--- src/design/overrange_map.svh ---
`ifndef OVERRANGE_MAP_SVH
`define OVERRANGE_MAP_SVH

// ==========================================================
// Register offsets
`define OFS_THRESHOLD 8'h00
`define OFS_MIN_PULSE 8'h04
`define OFS_CLOCK_CTRL 8'h08
`define OFS_IRQ_STATUS 8'h0C
`define OFS_IRQ_MASK 8'h10
`define OFS_STATE 8'h14

// ==========================================================
// Field positions
`define CTRL_OVR_EN_BIT 0
`define CTRL_C_SEL_LO 1
`define CTRL_C_SEL_HI 2
`define CTRL_D_SEL_LO 3
`define CTRL_D_SEL_HI 4
`define STATE_FLAGS_LO 0
`define STATE_FLAGS_HI 3
`define STATE_SEL_LO 4
`define STATE_SEL_HI 5
`define STATE_C_CLK_BIT 6
`define STATE_D_CLK_BIT 7
`define STATE_VAR_LO 8
`define STATE_VAR_HI 9

// ==========================================================
// Reset values
`define RST_THRESHOLD 9'h1FF
`define RST_MIN_PULSE 8'h01
`define RST_CLOCK_CTRL 5'h00
`define RST_IRQ_MASK 4'h0

`endif

--- src/design/overrange_pkg.sv ---
package overrange_pkg;

  // ==========================================================
  // Types
  typedef enum logic [1:0] {
    sel_off = 2'b00,
    sel_ref = 2'b01,
    sel_div2 = 2'b10,
    sel_div4 = 2'b11
  } clock_sel_t;

  typedef enum logic [1:0] {
    variant_quad = 2'b00,
    variant_dual = 2'b01,
    variant_single = 2'b10,
    variant_spare = 2'b11
  } variant_t;

  typedef struct packed {
    logic [8:0] a;
    logic [8:0] b;
    logic [8:0] c;
    logic [8:0] d;
  } chan_samples_t;

  typedef struct packed {
    logic [7:0] addr;
    logic [31:0] wdata;
    logic wr;
    logic rd;
  } reg_req_t;

endpackage : overrange_pkg

--- src/design/overrange_clock_out_mux.sv ---
// The register offsets and the address-and-strobe port were left to the implementer.
`timescale 1ns/100ps
`default_nettype none
`include "overrange_map.svh"

module overrange_clock_out_mux (
  input wire logic clk,
  input wire logic reset,
  input wire overrange_pkg::chan_samples_t samples,
  input wire logic synth_ref_clock_out,
  input wire logic synth_enable_pin,
  input wire logic power_down_pin,
  input wire logic [1:0] clock_out_select_straps,
  input wire logic [1:0] variant_straps,
  input wire overrange_pkg::reg_req_t reg_req,
  output logic [31:0] rd_data_q,
  output logic irq_q,
  output logic overrange_out_chan_a,
  output logic overrange_out_chan_b,
  output logic overrange_or_clock_out_c,
  output logic overrange_or_clock_out_d
);

  // ==========================================================
  // Clock pick shared by pins C and D
  function automatic logic pick_clock(input logic [1:0] sel, input logic r,
                                      input logic d2, input logic d4);
    case (sel)
      overrange_pkg::sel_ref: pick_clock = r;
      overrange_pkg::sel_div2: pick_clock = d2;
      overrange_pkg::sel_div4: pick_clock = d4;
      default: pick_clock = 1'b0;
    endcase
  endfunction : pick_clock

  // ==========================================================
  // Registers
  logic [8:0] threshold_q;
  logic [7:0] min_pulse_q;
  logic [4:0] clock_ctrl_q;
  logic [3:0] status_q;
  logic [3:0] status_d;
  logic [3:0] mask_q;
  overrange_pkg::variant_t variant_q;
  logic variant_taken_q;

  // ==========================================================
  // Internal signals
  logic [3:0] flag;
  logic [3:0] evt;
  logic [3:0] chan_on;
  logic [3:0] flag_gated;
  logic [8:0] chan_sample [4];
  logic ref_q;
  logic div2_q;
  logic div4_q;
  logic [1:0] c_sel;
  logic [1:0] d_sel;
  logic c_clock_on;
  logic d_clock_on;
  logic ovr_en;
  logic status_rd;

  assign chan_sample[0] = samples.a;
  assign chan_sample[1] = samples.b;
  assign chan_sample[2] = samples.c;
  assign chan_sample[3] = samples.d;

  // ==========================================================
  // Per-channel detectors
  genvar gi;
  generate
    for (gi = 0; gi < 4; gi++) begin : g_chan
      overrange_hold u_hold (
        .clk(clk),
        .reset(reset),
        .sample(chan_sample[gi]),
        .threshold(threshold_q),
        .min_pulse(min_pulse_q),
        .flag_q(flag[gi]),
        .event_o(evt[gi])
      );
    end
  endgenerate

  // ==========================================================
  // Reference dividers
  ref_clock_div u_div (
    .clk(clk),
    .reset(reset),
    .ref_in(synth_ref_clock_out),
    .ref_q(ref_q),
    .div2_q(div2_q),
    .div4_q(div4_q)
  );

  // ==========================================================
  // Variant capture after reset release
  always_ff @(posedge clk) begin
    if (reset) begin
      variant_q <= overrange_pkg::variant_quad;
      variant_taken_q <= 1'b0;
    end else if (!variant_taken_q) begin
      variant_q <= overrange_pkg::variant_t'(variant_straps);
      variant_taken_q <= 1'b1;
    end
  end

  // ==========================================================
  // Channel availability per variant
  always_comb begin
    chan_on[0] = 1'b1;
    chan_on[1] = (variant_q == overrange_pkg::variant_quad) ||
                 (variant_q == overrange_pkg::variant_dual);
    chan_on[2] = (variant_q == overrange_pkg::variant_quad);
    chan_on[3] = (variant_q == overrange_pkg::variant_quad);
  end

  assign flag_gated = flag & chan_on & {4{!power_down_pin}};

  // ==========================================================
  // Clock selection
  assign ovr_en = clock_ctrl_q[`CTRL_OVR_EN_BIT];
  assign c_sel = ovr_en ? clock_ctrl_q[`CTRL_C_SEL_HI:`CTRL_C_SEL_LO]
                        : clock_out_select_straps;
  assign d_sel = ovr_en ? clock_ctrl_q[`CTRL_D_SEL_HI:`CTRL_D_SEL_LO] :
                 ((clock_out_select_straps != 2'h0) ? 2'h1 : 2'h0);
  assign c_clock_on = synth_enable_pin && !power_down_pin && (c_sel != 2'h0);
  assign d_clock_on = c_clock_on && (d_sel != 2'h0);

  // ==========================================================
  // Output pins
  always_ff @(posedge clk) begin
    if (reset) begin
      overrange_out_chan_a <= 1'b0;
      overrange_out_chan_b <= 1'b0;
    end else begin
      overrange_out_chan_a <= flag_gated[0];
      overrange_out_chan_b <= flag_gated[1];
    end
  end

  always_ff @(posedge clk) begin
    if (reset) begin
      overrange_or_clock_out_c <= 1'b0;
    end else if (c_clock_on) begin
      overrange_or_clock_out_c <= pick_clock(c_sel, ref_q, div2_q, div4_q);
    end else begin
      overrange_or_clock_out_c <= flag_gated[2];
    end
  end

  always_ff @(posedge clk) begin
    if (reset) begin
      overrange_or_clock_out_d <= 1'b0;
    end else if (d_clock_on) begin
      overrange_or_clock_out_d <= pick_clock(d_sel, ref_q, div2_q, div4_q);
    end else begin
      overrange_or_clock_out_d <= flag_gated[3];
    end
  end

  // ==========================================================
  // Register writes
  always_ff @(posedge clk) begin
    if (reset) begin
      threshold_q <= `RST_THRESHOLD;
      min_pulse_q <= `RST_MIN_PULSE;
      clock_ctrl_q <= `RST_CLOCK_CTRL;
      mask_q <= `RST_IRQ_MASK;
    end else if (reg_req.wr) begin
      case (reg_req.addr)
        `OFS_THRESHOLD: threshold_q <= reg_req.wdata[8:0];
        `OFS_MIN_PULSE: min_pulse_q <= reg_req.wdata[7:0];
        `OFS_CLOCK_CTRL: clock_ctrl_q <= reg_req.wdata[4:0];
        `OFS_IRQ_MASK: mask_q <= reg_req.wdata[3:0];
        default: ;
      endcase
    end
  end

  // ==========================================================
  // Interrupt status, read clears, set wins
  assign status_rd = reg_req.rd && (reg_req.addr == `OFS_IRQ_STATUS);
  assign status_d = (status_rd ? 4'h0 : status_q) | (evt & chan_on);

  always_ff @(posedge clk) begin
    if (reset) begin
      status_q <= 4'h0;
    end else begin
      status_q <= status_d;
    end
  end

  always_ff @(posedge clk) begin
    if (reset) begin
      irq_q <= 1'b0;
    end else begin
      irq_q <= |(status_d & mask_q);
    end
  end

  // ==========================================================
  // Register reads
  always_ff @(posedge clk) begin
    if (reset) begin
      rd_data_q <= 32'h0000_0000;
    end else if (reg_req.rd) begin
      rd_data_q <= 32'h0000_0000;
      case (reg_req.addr)
        `OFS_THRESHOLD: rd_data_q[8:0] <= threshold_q;
        `OFS_MIN_PULSE: rd_data_q[7:0] <= min_pulse_q;
        `OFS_CLOCK_CTRL: rd_data_q[4:0] <= clock_ctrl_q;
        `OFS_IRQ_STATUS: rd_data_q[3:0] <= status_q;
        `OFS_IRQ_MASK: rd_data_q[3:0] <= mask_q;
        `OFS_STATE: begin
          rd_data_q[`STATE_FLAGS_HI:`STATE_FLAGS_LO] <= flag_gated;
          rd_data_q[`STATE_SEL_HI:`STATE_SEL_LO] <= c_sel;
          rd_data_q[`STATE_C_CLK_BIT] <= c_clock_on;
          rd_data_q[`STATE_D_CLK_BIT] <= d_clock_on;
          rd_data_q[`STATE_VAR_HI:`STATE_VAR_LO] <= variant_q;
        end
        default: ;
      endcase
    end else begin
      rd_data_q <= 32'h0000_0000;
    end
  end

  // ==========================================================
  // Checks
  property p_flag_a;
    @(posedge clk) disable iff (reset)
    (samples.a > threshold_q && !power_down_pin) ##1 !power_down_pin
      |=> overrange_out_chan_a;
  endproperty
  a_flag_a: assert property (p_flag_a) else $error("channel A flag missing");

  property p_c_needs_enable;
    @(posedge clk) disable iff (reset)
    !synth_enable_pin |=> overrange_or_clock_out_c == $past(flag_gated[2]);
  endproperty
  a_c_needs_enable: assert property (p_c_needs_enable) else $error("clock without enable");

  property p_c_div2;
    @(posedge clk) disable iff (reset)
    (c_clock_on && c_sel == 2'h2) |=> overrange_or_clock_out_c == $past(div2_q);
  endproperty
  a_c_div2: assert property (p_c_div2) else $error("pin C not half rate");

  property p_c_div4;
    @(posedge clk) disable iff (reset)
    (c_clock_on && c_sel == 2'h3) |=> overrange_or_clock_out_c == $past(div4_q);
  endproperty
  a_c_div4: assert property (p_c_div4) else $error("pin C not quarter rate");

  property p_strap_clock;
    @(posedge clk) disable iff (reset)
    (!ovr_en && clock_out_select_straps != 2'h0 && synth_enable_pin && !power_down_pin)
      |-> c_clock_on;
  endproperty
  a_strap_clock: assert property (p_strap_clock) else $error("strap clock absent");

  property p_c_flag;
    @(posedge clk) disable iff (reset)
    (c_sel == 2'h0) |=> overrange_or_clock_out_c == $past(flag_gated[2]);
  endproperty
  a_c_flag: assert property (p_c_flag) else $error("pin C not carrying flag");

  property p_c_quad_only;
    @(posedge clk) disable iff (reset)
    (variant_q != overrange_pkg::variant_quad && !c_clock_on) |=> !overrange_or_clock_out_c;
  endproperty
  a_c_quad_only: assert property (p_c_quad_only) else $error("C flag in small variant");

  property p_b_single;
    @(posedge clk) disable iff (reset)
    (variant_q == overrange_pkg::variant_single) |=> !overrange_out_chan_b;
  endproperty
  a_b_single: assert property (p_b_single) else $error("B flag in single variant");

  property p_d_follows_c;
    @(posedge clk) disable iff (reset)
    !c_clock_on |=> overrange_or_clock_out_d == $past(flag_gated[3]);
  endproperty
  a_d_follows_c: assert property (p_d_follows_c) else $error("D clock without C clock");

  property p_flag_b;
    @(posedge clk) disable iff (reset)
    (samples.b > threshold_q && !power_down_pin && chan_on[1]) ##1
      (!power_down_pin && chan_on[1]) |=> overrange_out_chan_b;
  endproperty
  a_flag_b: assert property (p_flag_b) else $error("channel B flag missing");

  property p_c_ref;
    @(posedge clk) disable iff (reset)
    (c_clock_on && c_sel == 2'h1) |=> overrange_or_clock_out_c == $past(ref_q);
  endproperty
  a_c_ref: assert property (p_c_ref) else $error("pin C not reference copy");

  property p_d_ref;
    @(posedge clk) disable iff (reset)
    (d_clock_on && d_sel == 2'h1) |=> overrange_or_clock_out_d == $past(ref_q);
  endproperty
  a_d_ref: assert property (p_d_ref) else $error("pin D not reference copy");

  property p_d_div4;
    @(posedge clk) disable iff (reset)
    (d_clock_on && d_sel == 2'h3) |=> overrange_or_clock_out_d == $past(div4_q);
  endproperty
  a_d_div4: assert property (p_d_div4) else $error("pin D not quarter rate");

  property p_d_unsel;
    @(posedge clk) disable iff (reset)
    (c_clock_on && d_sel == 2'h0) |=> overrange_or_clock_out_d == $past(flag_gated[3]);
  endproperty
  a_d_unsel: assert property (p_d_unsel) else $error("pin D clock while unselected");

  property p_status_a;
    @(posedge clk) disable iff (reset)
    evt[0] |=> status_q[0];
  endproperty
  a_status_a: assert property (p_status_a) else $error("status A not set");

  property p_variant_hold;
    @(posedge clk) disable iff (reset)
    variant_taken_q |=> $stable(variant_q);
  endproperty
  a_variant_hold: assert property (p_variant_hold) else $error("variant changed");

  property p_c_off_pd;
    @(posedge clk) disable iff (reset)
    power_down_pin |=> !overrange_or_clock_out_c;
  endproperty
  a_c_off_pd: assert property (p_c_off_pd) else $error("pin C active in power down");

endmodule : overrange_clock_out_mux

`default_nettype wire

--- src/design/overrange_hold.sv ---
`timescale 1ns/100ps
`default_nettype none

module overrange_hold (
  input wire logic clk,
  input wire logic reset,
  input wire logic [8:0] sample,
  input wire logic [8:0] threshold,
  input wire logic [7:0] min_pulse,
  output logic flag_q,
  output logic event_o
);

  logic exceed;
  logic [7:0] cnt_q;

  // ==========================================================
  // Detect and stretch
  assign exceed = sample > threshold;
  assign event_o = exceed && !flag_q;

  always_ff @(posedge clk) begin
    if (reset) begin
      cnt_q <= 8'h00;
      flag_q <= 1'b0;
    end else if (exceed) begin
      cnt_q <= min_pulse;
      flag_q <= 1'b1;
    end else begin
      flag_q <= (cnt_q > 8'h01);
      if (cnt_q != 8'h00) begin
        cnt_q <= cnt_q - 8'h01;
      end
    end
  end

  // ==========================================================
  // Checks
  property p_hold_stays;
    @(posedge clk) disable iff (reset)
    (!exceed && cnt_q > 8'h01) |=> flag_q;
  endproperty
  a_hold_stays: assert property (p_hold_stays) else $error("flag dropped early");

  property p_count_restart;
    @(posedge clk) disable iff (reset)
    exceed |=> (flag_q && cnt_q == $past(min_pulse));
  endproperty
  a_count_restart: assert property (p_count_restart) else $error("count not restarted");

endmodule : overrange_hold

`default_nettype wire

--- src/design/ref_clock_div.sv ---
`timescale 1ns/100ps
`default_nettype none

module ref_clock_div (
  input wire logic clk,
  input wire logic reset,
  input wire logic ref_in,
  output logic ref_q,
  output logic div2_q,
  output logic div4_q
);

  logic [1:0] cnt_q;
  logic rise;

  // ==========================================================
  // Edge count
  assign rise = ref_in && !ref_q;

  always_ff @(posedge clk) begin
    if (reset) begin
      ref_q <= 1'b0;
    end else begin
      ref_q <= ref_in;
    end
  end

  always_ff @(posedge clk) begin
    if (reset) begin
      cnt_q <= 2'h0;
    end else if (rise) begin
      cnt_q <= cnt_q + 2'h1;
    end
  end

  assign div2_q = cnt_q[0];
  assign div4_q = cnt_q[1];

  // ==========================================================
  // Checks
  property p_div_steady;
    @(posedge clk) disable iff (reset)
    !rise |=> ($stable(div2_q) && $stable(div4_q));
  endproperty
  a_div_steady: assert property (p_div_steady) else $error("divider moved without edge");

endmodule : ref_clock_div

`default_nettype wire

--- config.mk ---
export PLATFORM = sky130hd
export DESIGN_NAME = overrange_clock_out_mux
export DESIGN_NICKNAME = d
export VERILOG_FILES = /design/src/design/overrange_pkg.sv /design/src/design/overrange_clock_out_mux.sv /design/src/design/overrange_hold.sv /design/src/design/ref_clock_div.sv
export VERILOG_INCLUDE_DIRS = /design/src /design/src/design
export SDC_FILE = /design/constraint.sdc
export NUM_CORES = 1
export LEC_CHECK = 0
export BUFFER_PORTS_ARGS = -buffer_cell sky130_fd_sc_hd__buf_2
export CAP_MARGIN = 5
export CORE_MARGIN = 3
export CORE_UTILIZATION = 56
export CTS_BUF_LIST = sky130_fd_sc_hd__clkbuf_8
export DETAILED_ROUTE_END_ITERATION = 16
export GPL_TIMING_DRIVEN = 0
export PLACE_DENSITY = 0.84
export RECOVER_POWER = 50
export SYNTH_ARGS = -nofsm -noshare
export SYNTH_HDL_FRONTEND = slang
export SYNTH_SLANG_ARGS = --single-unit
--- constraint.sdc ---
create_clock -name clk -period 6.15 [get_ports clk]
set_clock_uncertainty 0.2 [all_clocks]
set_input_delay 0.9225 -clock clk [delete_from_list [all_inputs] [get_ports clk]]
set_output_delay 0.9225 -clock clk [all_outputs]
set_load 0.005 [all_outputs]
==> flow_summary.ini <==
[synthesis]
yosysSeqAreaShare_pct = 33.9
synth.top_cell.area_share_pct = 33.9
yosysUniqueCellTypes = 57
yosys_warnings = 0
synth_area_leader_cell = dfxtp_1
synth_seq_cells = 87
synth_edf_count = 0
synth_compound_area_share_pct = 15.6
synthXorXnorAreaFrac_pct = 2.04
yosys.area_share.simple_pct = 21.0
yosys.area_share.adder_pct = 10.7
syn_avg_cell_area_sq_um = 8.48
yosys-top-cells-count = dfxtp_1 (87), nor2_1 (76), nand2_1 (53)
synth_ff_type = dfxtp_1
syn_inst = 607
ys_top_cells_by_area = dfxtp_1 (34%), ha_1 (11%), mux2i_1 (8.0%)
synth_mux_area_share_pct = 8.85
synthArstFlopShare_pct = 0
synth_top_family_by_area = simple AND/OR/NAND/NOR gates
syn_area_sq_um = 5140
synth.most_common_cell = dfxtp_1

[critical_path]
reg2reg_depth = 8
rr_startpoint = threshold_q[6]
criticalPathCategory = primary input to flip-flop
timing.rr.end = g_chan[2].u_hold.cnt_q[5]
cp_max_fo = 10
reg2reg_slack_ns = 3.47
crit_arrival_ns = 3.18
cp.required_ns = 6.16
critPathLaunchType = primary input
crit_path_end_kind = flip-flop

[route]
drtIter0Drc = 316
final_antenna_net_count = 0
drc = 0
drt-pass1-iter-count = 6
viasPerCell = 5.82
wl_per_cell_um = 16.5
vias = 4816
drt_wl_total_mm = 13.6

[placed_design]
hpwl_mm = 10.3
gp_congestion = 0.960
dp.cells = 811
place.port_buffers = 75

[die]
start_util_pct = 58.4
num_rows = 34
die_area_sq_um = 10400
die_y_um = 102
die_w_um = 102
ios = 124
core_sq_um = 8810

[timing]
fin_crit_ns = 3.17
rsz0062_at_grt = false
period_share_pct = 51.5
finalSetupViolations = 0
hold_violations = 0
setup_tns_ns = 0
max_freq_ghz = 0.316
slew_viol_final = 0
slew_headroom_pct = 45.8
worst_slew_pin_slew_ns = 0.806

[worst_hold_path]
min_path_type = flip-flop to flip-flop
hp-start = threshold_q[8]
hold_end = rd_data_q[8]
hold_depth = 2

[cts]
clockBufferDepth = 2
clk_pin_slew_worst_paths_ns = 0.09
worstSkewPairLatency_ns = 0.36
cts_tree = built
cts_root_buf = clkbuf_8
h-tree-depth = 3
cts.sinks = 87
cts_hold_buffers = 0
postCtsResizedCells = 0
cts_setup_buffers = 0
cts-buffers-inserted = 9

[final_layout]
area_delta_synth_final_pct = 14.7
fin_nets = 845
stdcell_count = 827
drive_above_1_share_pct = 17.4
diodes = 0

[power]
p_per_area_nw_per_um2 = 327
power.internal_mw = 1.23
p_clk_share_pct = 20.7
swShare_pct = 36.4
p_switching_mw = 0.701
p_comb_share_pct = 39.7
p_seq_share_pct = 39.6
peakVddDrop_v = 0.000192
p_leak_nw = 2.73

[global_routing]
grt_usage_pct = 26.7
grt-ovfl-total = 0
antenna_found_initial = 0
grt_max_degree = 15
grt_pass1_vias = 4651
grt_pass1_wl_mm = 21.7

[job]
drv_cap = 0

[status]
status = finished clean
## cells in the final DEF, fill, tap and decap left out, types with 5 or more instances in the layout
master / synthesis / layout
nor4_1: 8 / 8
nand2_1: 53 / 53
nor3_1: 19 / 19
conb_1: 1 / 22
a31oi_1: 5 / 5
o21ai_0: 17 / 17
mux2i_1: 41 / 41
nand4_1: 6 / 6
clkbuf_8: 0 / 10
inv_1: 31 / 33
or3_1: 6 / 6
nor2b_1: 9 / 9
nand3_1: 14 / 15
a21oi_1: 41 / 41
buf_4: 25 / 23
buf_2: 5 / 71
a211oi_1: 10 / 10
a22oi_1: 10 / 10
o211ai_1: 13 / 13
xnor2_1: 10 / 10
clkbuf_1: 13 / 26
ha_1: 44 / 44
nor2_1: 76 / 77
dfxtp_1: 87 / 87
## how the worst max path moves through the flow
stage | startpoint | endpoint | slack (ns) | cells after the start
after floorplan | samples[24] | g_chan[1].u_hold.cnt_q[0] | 3.38 | 8
after global placement | samples[24] | irq_q | 3.01 | 8
after detailed placement | samples[15] | g_chan[2].u_hold.cnt_q[5] | 2.99 | 8
after CTS | samples[15] | g_chan[2].u_hold.cnt_q[5] | 3.39 | 8
after global routing | reg_req[35] | threshold_q[8] | 2.76 | 9
final | reg_req[35] | threshold_q[2] | 2.98 | 8
## sequential cells by signal (all words and copies together) (netlist names)
signal                    flops
mask_q                        4
u_div.cnt_q                   2
g_chan.u_hold.flag_q          4
overrange_out_chan_a          1
overrange_or_clock_out_c      1
overrange_out_chan_b          1
g_chan.u_hold.cnt_q          32
clock_ctrl_q                  5
irq_q                         1
status_q                      4
min_pulse_q                   8
variant_taken_q               1
rd_data_q                    10
overrange_or_clock_out_d      1
u_div.ref_q                   1
threshold_q                   9
variant_q                     2
## cell families after synthesis
| kind of cell | after synthesis |
|---|---|
| muxes | 44 |
| AOI/OAI and AO/OA | 121 |
| other | 1 |
| DFF | 87 |
| xor gates and xnor gates | 12 |
| adders and majority gates | 44 |
| and+or+nand+nor | 219 |
| buffers and inverters | 79 |
## power groups by stage
stage / Clock, mW / Sequential (mW) / Combinational [mW]
floorplan: 0 / 0.748 / 0.620
global placement: 0 / 0.764 / 0.719
detailed placement: 0 / 0.770 / 0.761
CTS: 0.405 / 0.759 / 0.766
global route: 0.425 / 0.779 / 0.872
finish: 0.399 / 0.763 / 0.765
## per-stage QoR
stage,hold slack (ns),total power [mW],utilization [%],instance area [sq um],setup WS (ns)
floorplan,0.232,1.37,-,5220,3.38
global placement,0.252,1.48,65.1,5730,3.01
detailed placement,0.269,1.53,65.1,5730,2.99
CTS,0.282,1.93,67.4,5930,3.39
global route,0.308,2.08,67.0,5900,2.76
finish,0.279,1.93,67.0,5900,2.98
## layer usage
layer  vias to the layer above  global-route usage [%]  share of wire (%)
li1                       2338                       -                  -
met1                      2212                    33.4                 41
met2                       225                    45.2                 49
met3                        41                    5.53                7.9
met4                         0                    10.3                2.8
met5                         -                       0                  0
## worst max-delay path: stages
cell      delay [ns]
buf_2           0.09
nor4_1          0.32
nand2b_1        0.15
nor2_1          0.52
and3_1          0.26
clkbuf_1        0.35
clkbuf_1        0.41
o211ai_1        0.15
## area by class of cell
type                    count  area [sq um]
flip-flops and latches     87          1740
well taps                 108           135
clock inverters             6          61.3
multi-input cells         462          3070
inverters                  31           116
fillers                   724          2900
plain buffers              48           279
repair buffers             75           365
clock buffers              10           138
(Power assumes the default switching activity.)
